### config.mk
export PLATFORM = sky130hd
export DESIGN_NAME = scl_loader
export DESIGN_NICKNAME = d
export VERILOG_FILES = /design/src/core/scl_sig_compare.v /design/src/core/scl_loader.v
export VERILOG_INCLUDE_DIRS = /design/src /design/src/include
export SDC_FILE = /design/constraint.sdc
export NUM_CORES = 2
export LEC_CHECK = 0
export BUFFER_PORTS_ARGS = -buffer_cell sky130_fd_sc_hd__buf_4
export CORE_MARGIN = 2
export CORE_UTILIZATION = 49
export DETAILED_ROUTE_END_ITERATION = 8
export PLACE_DENSITY = 0.76
export SLEW_MARGIN = 0
export SYNTH_ARGS = -nofsm -noshare
export SYNTH_HDL_FRONTEND = slang
export SYNTH_MEMORY_MAX_BITS = 65536
export SYNTH_SLANG_ARGS = --single-unit
### constraint.sdc
create_clock -name clk_sys -period 4.3 [get_ports clk_sys]
set_input_delay 0.645 -clock clk_sys [delete_from_list [all_inputs] [get_ports clk_sys]]
set_output_delay 0.645 -clock clk_sys [all_outputs]
set_load 0.01 [all_outputs]
### src/include/scl_consts.vh
// Constants for the signed configuration loader
`ifndef SCL_CONSTS_VH
`define SCL_CONSTS_VH
`define SCL_TAG_SIGN_KEY    8'h56
`define SCL_SIGN_KEY_LEN    8'h11
`define SCL_KEY_BYTES       5'h10
`define SCL_OPT_SPECIFIED   8'h20
`define SCL_OPT_DIV_MSB     5
`define SCL_OPT_DIV_LSB     4
`define SCL_DIV_ASIS        2'h0
`define SCL_DIV_SAM         2'h1
`define SCL_DIV_HMAC        2'h2
`define SCL_DIV_RSVD        2'h3
`define SCL_FILE_BYTES      10'h200
`define SCL_LAST_BYTE       9'h1FF
`define SCL_MAX_VAL_LEN     8'h18
`define SCL_TAG_SIGNATURE   8'h00
`define SCL_TAG_CARD_KEY    8'h80
`define SCL_CARD_KEY_LEN    8'h06
`define SCL_SIG_BYTES       5'h10
`define SCL_GEN_LO          8'h60
`define SCL_GEN_HI          8'h6F
`define SCL_ADDR_CTRL       4'h0
`define SCL_ADDR_STATUS     4'h1
`define SCL_ADDR_OPT        4'h2
`define SCL_ADDR_COUNT      4'h3
`define SCL_ADDR_SIG_SEL    4'h4
`define SCL_ADDR_SIG_DATA   4'h5
`define SCL_ADDR_CALC_SEL   4'h6
`define SCL_ADDR_CALC_DATA  4'h7
`define SCL_ADDR_IMG        4'h8
`define SCL_CTRL_START      0
`define SCL_CTRL_SIG_OK     1
`define SCL_CTRL_SIG_BAD    2
`endif

### src/core/scl_sig_compare.v
// Constant-time comparison of received and computed signatures
`timescale 1ns/1ps
`default_nettype none
module scl_sig_compare (
  input  wire         clk_sys,
  input  wire         reset_n,
  input  wire         clear,
  input  wire         byte_valid,
  input  wire [7:0]   sig_byte,
  input  wire [7:0]   calc_byte,
  output reg          mismatch_q
);
  // Accumulates every byte so timing never leaks the first difference
  always @(posedge clk_sys or negedge reset_n) begin
    if (!reset_n) begin
      mismatch_q <= 1'b0;
    end else if (clear) begin
      mismatch_q <= 1'b0;
    end else if (byte_valid && (sig_byte != calc_byte)) begin
      mismatch_q <= 1'b1;
    end
  end
endmodule
`default_nettype wire

### src/core/scl_loader.v
// Signed configuration loader: image check, record parse and commit
`timescale 1ns/1ps
`default_nettype none
`include "scl_consts.vh"
module scl_loader (
  input  wire         clk_sys,
  input  wire         reset_n,
  input  wire [3:0]   reg_addr,
  input  wire [31:0]  reg_wdata,
  input  wire         reg_wr,
  input  wire         reg_rd,
  output reg  [31:0]  reg_rdata_q,
  output reg          nvm_write_q,
  output reg          nvm_delete_q,
  output reg  [7:0]   nvm_tag_q,
  output reg  [4:0]   nvm_len_q,
  output reg  [7:0]   nvm_data_q,
  output reg  [4:0]   nvm_idx_q,
  output reg          key_write_q,
  output reg  [6:0]   key_index_q,
  output reg  [2:0]   key_byte_idx_q,
  output reg  [7:0]   key_byte_q,
  output reg          general_q,
  output reg  [1:0]   div_mode_q,
  output reg  [7:0]   base_signing_key_q,
  output reg  [3:0]   base_signing_key_idx_q
);
  localparam ST_IDLE   = 3'h0;
  localparam ST_CHECK  = 3'h1;
  localparam ST_TAG    = 3'h2;
  localparam ST_LEN    = 3'h3;
  localparam ST_VAL    = 3'h4;
  localparam ST_DONE   = 3'h5;
  localparam ST_FAIL   = 3'h6;

  // Image store: full 512 bytes so the hash engine sees the padding too
  reg [7:0]  img_mem [0:511];
  reg [7:0]  sig_mem [0:15];
  reg [7:0]  calc_mem [0:15];
  reg [8:0]  img_ptr_q;
  reg [8:0]  rd_ptr_q;
  // Combinational read so each parse state sees the byte it points at
  wire [7:0] rd_byte = img_mem[rd_ptr_q];
  reg [2:0]  state_q;
  reg [7:0]  tag_q;
  reg [7:0]  len_q;
  reg [7:0]  cnt_q;
  reg [4:0]  chk_q;
  reg        done_q;
  reg        ok_q;
  reg        fmt_err_q;
  reg        sig_bad_q;
  reg        busy_q;
  reg [7:0]  opt_q;
  reg [3:0]  sig_sel_q;
  reg [3:0]  calc_sel_q;
  reg [9:0]  img_count_q;
  wire       mismatch;

  function is_card_key;
    input [7:0] t;
    begin
      is_card_key = (t[7] == 1'b1);
    end
  endfunction

  wire start    = reg_wr && reg_addr == `SCL_ADDR_CTRL && reg_wdata[`SCL_CTRL_START];
  wire host_ok  = reg_wr && reg_addr == `SCL_ADDR_CTRL && reg_wdata[`SCL_CTRL_SIG_OK];
  wire host_bad = reg_wr && reg_addr == `SCL_ADDR_CTRL && reg_wdata[`SCL_CTRL_SIG_BAD];
  wire chk_run  = (state_q == ST_CHECK) && (chk_q < `SCL_SIG_BYTES);

  scl_sig_compare u_cmp (
    .clk_sys    (clk_sys),
    .reset_n    (reset_n),
    .clear      (start && !busy_q),
    .byte_valid (chk_run),
    .sig_byte   (sig_mem[chk_q[3:0]]),
    .calc_byte  (calc_mem[chk_q[3:0]]),
    .mismatch_q (mismatch)
  );

  // Memory writes have no reset; contents are refilled before each start
  always @(posedge clk_sys) begin
    if (reg_wr && reg_addr == `SCL_ADDR_IMG && !busy_q)
      img_mem[img_ptr_q] <= reg_wdata[7:0];
    if (reg_wr && reg_addr == `SCL_ADDR_SIG_DATA)
      sig_mem[sig_sel_q] <= reg_wdata[7:0];
    if (reg_wr && reg_addr == `SCL_ADDR_CALC_DATA)
      calc_mem[calc_sel_q] <= reg_wdata[7:0];
  end

  always @(posedge clk_sys or negedge reset_n) begin
    if (!reset_n) begin
      reg_rdata_q <= 32'h0; img_ptr_q <= 9'h0; img_count_q <= 10'h0;
      opt_q <= `SCL_OPT_SPECIFIED; sig_sel_q <= 4'h0; calc_sel_q <= 4'h0;
    end else begin
      if (reg_wr && reg_addr == `SCL_ADDR_OPT)
        opt_q <= reg_wdata[7:0];
      if (reg_wr && reg_addr == `SCL_ADDR_SIG_SEL)
        sig_sel_q <= reg_wdata[3:0];
      if (reg_wr && reg_addr == `SCL_ADDR_CALC_SEL)
        calc_sel_q <= reg_wdata[3:0];
      if (start) begin
        img_ptr_q <= 9'h0;
        img_count_q <= 10'h0;
      end else if (reg_wr && reg_addr == `SCL_ADDR_IMG && !busy_q) begin
        img_ptr_q <= img_ptr_q + 9'h1;
        if (img_count_q != `SCL_FILE_BYTES)
          img_count_q <= img_count_q + 10'h1;
      end
      reg_rdata_q <= 32'h0;
      if (reg_rd) begin
        case (reg_addr)
          `SCL_ADDR_STATUS: reg_rdata_q <= {26'h0, sig_bad_q, fmt_err_q, ok_q, done_q, busy_q,
                                             (img_count_q == `SCL_FILE_BYTES)};
          `SCL_ADDR_OPT:    reg_rdata_q <= {24'h0, opt_q};
          `SCL_ADDR_COUNT:  reg_rdata_q <= {22'h0, img_count_q};
          default:          reg_rdata_q <= 32'h0;
        endcase
      end
    end
  end

  always @(posedge clk_sys or negedge reset_n) begin
    if (!reset_n) begin
      state_q <= ST_IDLE; rd_ptr_q <= 9'h0; tag_q <= 8'h0; len_q <= 8'h0;
      cnt_q <= 8'h0; chk_q <= 5'h0; done_q <= 1'b0; ok_q <= 1'b0;
      fmt_err_q <= 1'b0; sig_bad_q <= 1'b0; busy_q <= 1'b0;
      nvm_write_q <= 1'b0; nvm_delete_q <= 1'b0; nvm_tag_q <= 8'h0;
      nvm_len_q <= 5'h0; nvm_data_q <= 8'h0; nvm_idx_q <= 5'h0;
      key_write_q <= 1'b0; key_index_q <= 7'h0; key_byte_idx_q <= 3'h0;
      key_byte_q <= 8'h0; general_q <= 1'b0; div_mode_q <= `SCL_DIV_HMAC;
      base_signing_key_q <= 8'h0; base_signing_key_idx_q <= 4'h0;
    end else begin
      nvm_write_q <= 1'b0;
      nvm_delete_q <= 1'b0;
      key_write_q <= 1'b0;
      case (state_q)
        ST_IDLE: begin
          if (start) begin
            busy_q <= 1'b1; done_q <= 1'b0; ok_q <= 1'b0;
            fmt_err_q <= 1'b0; sig_bad_q <= 1'b0; chk_q <= 5'h0;
            div_mode_q <= opt_q[`SCL_OPT_DIV_MSB:`SCL_OPT_DIV_LSB];
            // Short image cannot be signed over the full file
            if (img_count_q != `SCL_FILE_BYTES) begin
              fmt_err_q <= 1'b1;
              state_q <= ST_FAIL;
            end else begin
              state_q <= ST_CHECK;
            end
          end
        end
        ST_CHECK: begin
          // Host hash engine covers all 512 bytes and writes the result
          if (chk_run)
            chk_q <= chk_q + 5'h1;
          else if (host_bad || (host_ok && mismatch) ||
                   opt_q[`SCL_OPT_DIV_MSB:`SCL_OPT_DIV_LSB] == `SCL_DIV_RSVD) begin
            sig_bad_q <= 1'b1;
            state_q <= ST_FAIL;
          end else if (host_ok) begin
            rd_ptr_q <= 9'h0;
            state_q <= ST_TAG;
          end
        end
        ST_TAG: begin
          tag_q <= rd_byte;
          rd_ptr_q <= rd_ptr_q + 9'h1;
          state_q <= ST_LEN;
        end
        ST_LEN: begin
          len_q <= rd_byte;
          cnt_q <= 8'h0;
          rd_ptr_q <= rd_ptr_q + 9'h1;
          if (tag_q == `SCL_TAG_SIGNATURE || rd_ptr_q == `SCL_LAST_BYTE) begin
            state_q <= ST_DONE;
          end else if (rd_byte > `SCL_MAX_VAL_LEN ||
                       (is_card_key(tag_q) && rd_byte != `SCL_CARD_KEY_LEN &&
                        rd_byte != 8'h0) ||
                       (tag_q == `SCL_TAG_SIGN_KEY && rd_byte != `SCL_SIGN_KEY_LEN &&
                        rd_byte != 8'h0)) begin
            fmt_err_q <= 1'b1;
            state_q <= ST_FAIL;
          end else if (rd_byte == 8'h0) begin
            // Pointer already moves past the length byte to the next tag
            nvm_delete_q <= 1'b1;
            nvm_tag_q <= tag_q;
            nvm_len_q <= 5'h0;
            state_q <= ST_TAG;
          end else begin
            state_q <= ST_VAL;
          end
        end
        ST_VAL: begin
          cnt_q <= cnt_q + 8'h1;
          rd_ptr_q <= rd_ptr_q + 9'h1;
          general_q <= (tag_q >= `SCL_GEN_LO) && (tag_q <= `SCL_GEN_HI);
          if (is_card_key(tag_q)) begin
            key_write_q <= 1'b1;
            key_index_q <= tag_q[6:0] - 7'h0;
            key_byte_idx_q <= cnt_q[2:0];
            key_byte_q <= rd_byte;
          end else begin
            nvm_write_q <= 1'b1;
            nvm_tag_q <= tag_q;
            nvm_len_q <= len_q[4:0];
            nvm_idx_q <= cnt_q[4:0];
            nvm_data_q <= rd_byte;
            if (tag_q == `SCL_TAG_SIGN_KEY && cnt_q != 8'h0) begin
              base_signing_key_q <= rd_byte;
              base_signing_key_idx_q <= cnt_q[3:0] - 4'h1;
            end
          end
          if (cnt_q + 8'h1 == len_q) begin
            state_q <= ST_TAG;
          end
        end
        ST_DONE: begin
          done_q <= 1'b1; ok_q <= 1'b1; busy_q <= 1'b0;
          state_q <= ST_IDLE;
        end
        ST_FAIL: begin
          done_q <= 1'b1; busy_q <= 1'b0;
          state_q <= ST_IDLE;
        end
        default: state_q <= ST_IDLE;
      endcase
    end
  end
endmodule
`default_nettype wire

# Word level (Yosys, flattened, before mapping)
# Memories as Yosys holds them, arrays and structs flattened.
# Cells that the tools add are included.
[op_classes] n_addsub=6 order_cmp=4 eq_ne=36 mux=64 bitwise=1 reduce_logical=57
[ops] op="two-way mux 9 bit" n=5
[ops] op="two-way mux 10 bit" n=4
[ops] op="two-way mux 8 bit" n=4
[ops] op="one-hot mux 8 bit (2 select lines)" n=2
[ops] op="two-way mux 5 bit" n=6
[ops] op="one-hot mux 10 bit (3 select lines)" n=1
[ops] op="two-way mux 3 bit" n=9
[ops] op="two-way mux 1 bit" n=24
[ops] op="logical AND 1 bit" n=21
[ops] op="!= test 2 bit (second input constant)" n=10
[ops] op="one-hot mux 5 bit (2 select lines)" n=2
[ops] op="adder 9 x 1 -> 9 bit (second input constant)" n=2
[ops] op="one-hot mux 9 bit (2 select lines)" n=1
[ops] op="nonzero test 2 bit" n=9
[ops] op="equality test 4 x 3 -> 1 bit (second input constant)" n=4
[ops] op="logical NOT 8 bit" n=2
[ops] op="AND reduction 4 bit" n=4
[ops] op="nonzero test 8 bit" n=2
[ops] op="one-hot mux 3 bit (5 select lines)" n=1
[ops] op="AND reduction 2 bit" n=6
[ops] op="adder 10 x 1 -> 10 bit (second input constant)" n=1
[ops] op="equality test 10 bit (second input constant)" n=1
[ops] op="!= test 10 bit (second input constant)" n=1
[ops] op="one-hot mux 1 bit (2 select lines)" n=5
[ops] op="31 further kinds" n=41
[word_totals] ff_bits=176 mem_bits_rw=4352 elab_cells=203 mem_count=3
[memory_table] memory="img_mem" words=512 word_bits=8 rd=1 rd_clocked_by_memory_dff=0 wr=1 line="scl_loader.v:37" text="reg [7:0] img_mem [0:511];"
[memory_table] memory="calc_mem" words=16 word_bits=8 rd=1 rd_clocked_by_memory_dff=0 wr=1 line="scl_loader.v:39" text="reg [7:0] calc_mem [0:15];"
[memory_table] memory="sig_mem" words=16 word_bits=8 rd=1 rd_clocked_by_memory_dff=0 wr=1 line="scl_loader.v:38" text="reg [7:0] sig_mem [0:15];"

# Depth between registers and ports, before layout
[depth] ltp_word=9 mapped_depth=18 depth_no_buf=10

# Cells and area by module
# Synthesis repeated with hierarchy kept, for this count alone.
[unflattened] hier_cells=7640 area_unflattened_um2=174802.6
[modules_own_cells] mod="scl_loader" instances=1 cells_each=7625 area_per_inst_um2=174675.0 seq_area_each_um2=134516.5
[modules_own_cells] mod="scl_sig_compare" instances=1 cells_each=15 area_per_inst_um2=127.6 seq_area_each_um2=25.0

# Worst setup path after synthesis
# OpenSTA, ideal clock, no wires.
[synth_timing] path_kind="register to register" from="register rd_ptr_q[0]" to="register state_q[1]" setup_ns=0.123 arrival_time_ns=4.239 required_time_ns=4.177 setup_slack_ns=-0.062 path_stages_with_launch=18 path_buffers=8 synth_period_minus_slack_ns=4.362 cell_sequence="dfrtp_1 buf_2 buf_6 buf_6 buf_4 buf_4 buf_4 buf_1 buf_2 mux4_2 mux2i_1 a22oi_1 a211oi_1 nand3_1 nand4_1 o211ai_1 or4_1 o221a_1"
[synth_via] elab_chain_cells=9 word_cells_on_any_way=18
[synth_rtl] item="start: declaration" line="scl_loader.v:41" text="reg [8:0] rd_ptr_q;"
[synth_rtl] item="start signal: assignment" line="scl_loader.v:168" text="rd_ptr_q <= rd_ptr_q + 9'h1;"
[synth_rtl] item="start signal: assignment" line="scl_loader.v:174" text="rd_ptr_q <= rd_ptr_q + 9'h1;"
[synth_rtl] item="start signal: assignment" line="scl_loader.v:196" text="rd_ptr_q <= rd_ptr_q + 9'h1;"
[synth_rtl] item="branches (longest 7 deep; another with memory (512 x 8 bit))"
[synth_rtl] item="two-way mux 3 bit *" line="scl_loader.v:175" text="if (tag_q == `SCL_TAG_SIGNATURE || rd_ptr_q == `SCL_LAST_BYTE) begin"
[synth_rtl] item="one-hot mux 3 bit (5 select lines) *" line="scl_loader.v:138" text="case (state_q)"
[synth_rtl] item="end signal: assignment" line="scl_loader.v:147" text="state_q <= ST_FAIL;"
[synth_rtl] item="end signal: assignment" line="scl_loader.v:176" text="state_q <= ST_DONE;"
[synth_rtl] item="end signal: assignment" line="scl_loader.v:183" text="state_q <= ST_FAIL;"
[synth_rtl] item="end: declaration" line="scl_loader.v:44" text="reg [2:0] state_q;"
# Every way passes the cells marked *.
# A chain may end at the register's enable or synchronous reset.

# Final worst setup path
# Same ends and word-level chain as after synthesis.

==> impl_metrics.csv <==
group,metric,value,unit
outcome,status,"finished, violations left",
outcome,violations,"design-rule violations, negative setup slack",
drt,avgViaCountPerCell,6.37,
synthesis,dominantRegCellSynth,"edfxtp_1",
placement,place_area,187000,um^2
power_and_ir_drop,powerDensity,631,nW/um^2
drt,drc_errors,50,
synthesis,synth.top_cells.by_area,"edfxtp_1 (75%), mux4_2 (16%), dfrtp_1 (2.2%), nor2_1 (1.3%), mux2i_1 (0.90%)",
min_path,hp-class,"input pin to register",
sta,setup-violations-final,41,
clock_network,cts_root_buf,"clkbuf_16",
synthesis,synth_mux_area_share,17.5,%
clock_network,cts.clk_slew.worst_paths,0.07,ns
min_path,hold_end,"img_mem[112][6]",
placement,dp_cells,13108,
clock_network,h-tree-depth,5,
worst_setup_path,r2r-end,"state_q[1]",
drt,drt_wl_total,451,mm
floorplanning,die_height,601,um
grt,antenna_found_initial,12,
worst_setup_path,worstPathArrival,5.93,ns
placement,place_congestion,0.863,
grt,grt_max_degree,208,
worst_setup_path,path_class,"register to register",
worst_setup_path,r2r-start,"rd_ptr_q[0]",
worst_setup_path,reg2reg_setup_slack,-0.75,ns
worst_setup_path,endpoint_kind,"register",
drt,antenna_left,0,
min_path,whs_path_depth,1,
job,drv_cap,0,
floorplanning,die_w,601,um
synthesis,synth-compound-area-share,1.61,%
clock_network,cts_tree,"built",
sta,finalHoldViolCount,0,
power_and_ir_drop,peakVddDrop,0.605,mV
sta,fin_ws,-0.747,ns
worst_setup_path,cp_max_fo,8,
drt,drt_iter0_markers,13343,
final_layout,nNetsFinal,8893,
sta,clock_skew,0.0892,ns
sta,holdWs,0.108,ns
synthesis,netlist.area_leader.share,74.7,%
final_layout,stdcell_count,13956,
synthesis,syn_inst,7956,
synthesis,synth_top_family_by_area,"multiplexers",
clock_network,cts-buffers-inserted,424,
placement,numPortBuffers,87,
worst_setup_path,crit_required,5.18,ns
synthesis,synth_xor_area_share,0.230,%
sta,drv_slew,0,
grt,grt_pass1_vias,90380,
clock_network,clk_path_buf_depth,4,
final_layout,drive_gt1_share,31.9,%
grt,grt_remaining_overflow,0,
synthesis,ys_seq_area_share,76.9,%
sta,rsz0062_at_grt,"true",
synthesis,async_reset_ff_share,3.42,%
sta,tightest_slew,1.47,ns
final_layout,areaGrowthSynthToFinish,15.9,%
synthesis,synth.distinct_cells,71,
placement,hpwl,268,mm
drt,drtPass1Iterations,9,
clock_network,clk_latency,1.03,ns
drt,vias,88928,
grt,grt_pass1_wl,651,mm
worst_setup_path,cp-start-kind,"register",
synthesis,synth-seq-cells,4506,
floorplanning,placementRows,219,
synthesis,syn_area,175000,um^2
synthesis,synth_warnings,0,
drt,routedWlPerCell,32.3,um
power_and_ir_drop,power_leakage,64.7,nW
final_layout,final_cell_area,203000,um^2
synthesis,synthSimpleGateAreaFrac,2.35,%
synthesis,avgSynthCellArea,22.0,um^2
sta,slew_headroom,1.67,%
floorplanning,coreArea,356000,um^2
synthesis,synth_top_area_cell,"edfxtp_1",
sta,period_share,117,%
min_path,min_from,"reg_wdata[6]",
floorplanning,ioPinCount,134,
sta,post-route-min-period,5.05,ns
synthesis,synth_edf_count,4352,
floorplanning,start_util,49.2,%
sta,max_freq,198,MHz
floorplanning,dieArea,362000,um^2
power_and_ir_drop,total_power,128,mW
grt,track_usage,24.7,%
clock_network,cts_sinks,4506,
worst_setup_path,worst_r2r_path_depth,14,
synthesis,synthAdderAreaFrac,0.0787,%
-- per-layer routing --
metal	global-route usage (%)	wire length, um	vias up
met5	0	25	-
met4	10.3	22100	4
met3	5.97	52900	1079
met2	39.8	219000	6195
met1	32.6	158000	46569
li1	-	-	35081
-- area by class of cell --
cell class | count | area (um^2)
multi-input combinational | 2952 | 38700
antenna | 6 | 15.0
sequential | 4506 | 135000
timing repair buffer | 935 | 9450
tap | 4751 | 5940
clock inverter | 278 | 3000
clock buffer | 505 | 11000
fill | 24418 | 153000
inverter | 23 | 86.3
-- layout by cell type, fill, tap and decap left out, drive strengths merged, types with 10 or more instances in the layout --
| cell | n |
|---|---|
| edfxtp | 4352 |
| mux4 | 1268 |
| buf | 927 |
| nor2 | 604 |
| clkbuf | 506 |
| clkinv | 206 |
| nand2 | 192 |
| mux2i | 161 |
| dfrtp | 152 |
| o21ai | 110 |
| a22oi | 62 |
| a21oi | 61 |
| nand3 | 49 |
| o22ai | 45 |
| bufinv | 42 |
| a221oi | 41 |
| mux2 | 40 |
| xor2 | 31 |
| inv | 30 |
| nor3 | 28 |
| clkinvlp | 23 |
| nand4 | 22 |
| conb | 22 |
| a211oi | 17 |
| o221ai | 16 |
| xnor2 | 15 |
| nor2b | 14 |
| o311ai | 14 |
| and3 | 12 |
| ha | 11 |
| a211o | 10 |
| and2 | 10 |
| or3 | 10 |
-- power breakdown --
group / leakage [nW] / internal, mW / switching, mW
clock: 6.76 / 20.9 / 16.7
sequential: 41.1 / 48.6 / 0.667
combinational: 16.9 / 19.5 / 21.7
total: 64.7 / 89.0 / 39.0
-- what timing repair did --
| item | in CTS | in global routing |
|---|---|---|
| resized for setup | 97 | 32 |
| pin swaps | 9 | 13 |
| endpoints found under the hold margin | 97 | 0 |
| cloned | 9 | 1 |
| endpoints found under the setup margin | 42 | 42 |
| hold buffers | 4 | 0 |
| buffers inserted | 37 | 12 |
-- per-stage QoR --
step | util [%] | setup slack [ns] | setup TNS [ns]
final | 57.0 | -0.747 | -12.46
after floorplan | - | 0.00779 | 0
after global placement | 52.7 | -0.988 | -20.13
after CTS | 56.9 | -0.555 | -7.91
after detailed placement | 52.7 | -0.965 | -21.35
after global routing | 57.0 | -0.711 | -11.67
-- how the worst max path moves through the flow --
| stage | startpoint | endpoint | slack, ns | depth (start not counted) |
|---|---|---|---|---|
| floorplan | rd_ptr_q[0] | state_q[1] | 0.008 | 17 |
| global placement | rd_ptr_q[0] | state_q[1] | -0.99 | 13 |
| detailed placement | rd_ptr_q[0] | nvm_tag_q[3] | -0.97 | 13 |
| CTS | rd_ptr_q[0] | state_q[1] | -0.56 | 15 |
| global route | rd_ptr_q[0] | nvm_tag_q[3] | -0.71 | 16 |
| finish | rd_ptr_q[0] | state_q[1] | -0.75 | 14 |
-- critical path, stage by stage, from the launching register on --
cell and delay (ns):
dfrtp_4 0.45, buf_12 0.18, buf_12 0.22, buf_4 0.21, mux4_2 0.53, mux4_2 0.54
mux4_2 0.62, mux4_2 0.64, mux2i_4 0.37, buf_6 0.16, buf_6 0.09, nand3_4 0.07
o21a_1 0.20, or4_4 0.41, o221a_1 0.24
-- flip-flops by register name, indices dropped and copies added, names as in the netlist, 4 cells and up --
| register | count |
|---|---|
| sig_sel_q | 4 |
| key_byte_q | 8 |
| img_ptr_q | 9 |
| opt_q | 8 |
| calc_mem | 128 |
| cnt_q | 8 |
| chk_q | 5 |
| calc_sel_q | 4 |
| base_signing_key_q | 8 |
| nvm_idx_q | 5 |
| key_index_q | 7 |
| img_mem | 4096 |
| nvm_len_q | 5 |
| rd_ptr_q | 9 |
| nvm_data_q | 8 |
| img_count_q | 10 |
| reg_rdata_q | 10 |
| sig_mem | 128 |
| nvm_tag_q | 8 |
| len_q | 8 |
| tag_q | 8 |
| base_signing_key_idx_q | 4 |
-- synthesized netlist by cell type (11+ instances only) --
library cell     n
edfxtp_1      4352
mux4_2        1268
nor2_1         604
clkbuf_1       285
nand2_1        192
mux2i_1        158
dfrtp_1        152
buf_2          111
o21ai_0        103
a22oi_1         62
a21oi_1         61
buf_1           61
nand3_1         47
o22ai_1         45
a221oi_1        41
mux2_2          40
buf_4           38
xor2_1          31
nor3_1          28
nand4_1         22
inv_1           20
a211oi_1        17
o221ai_1        16
xnor2_1         15
nor2b_1         14
o311ai_1        14
and3_1          12
ha_1            11
-- logic make-up (layout without fill, tap and decap cells) --
family | Yosys count | in the layout
other cells | 1 | 28
fa+ha+maj | 11 | 11
compound gates | 420 | 420
xor+xnor | 46 | 46
buf+inv | 520 | 1741
flops | 4506 | 4506
simple gates | 983 | 984
mux | 1469 | 1469
No activity file was read; power rests on OpenSTA's default activity.
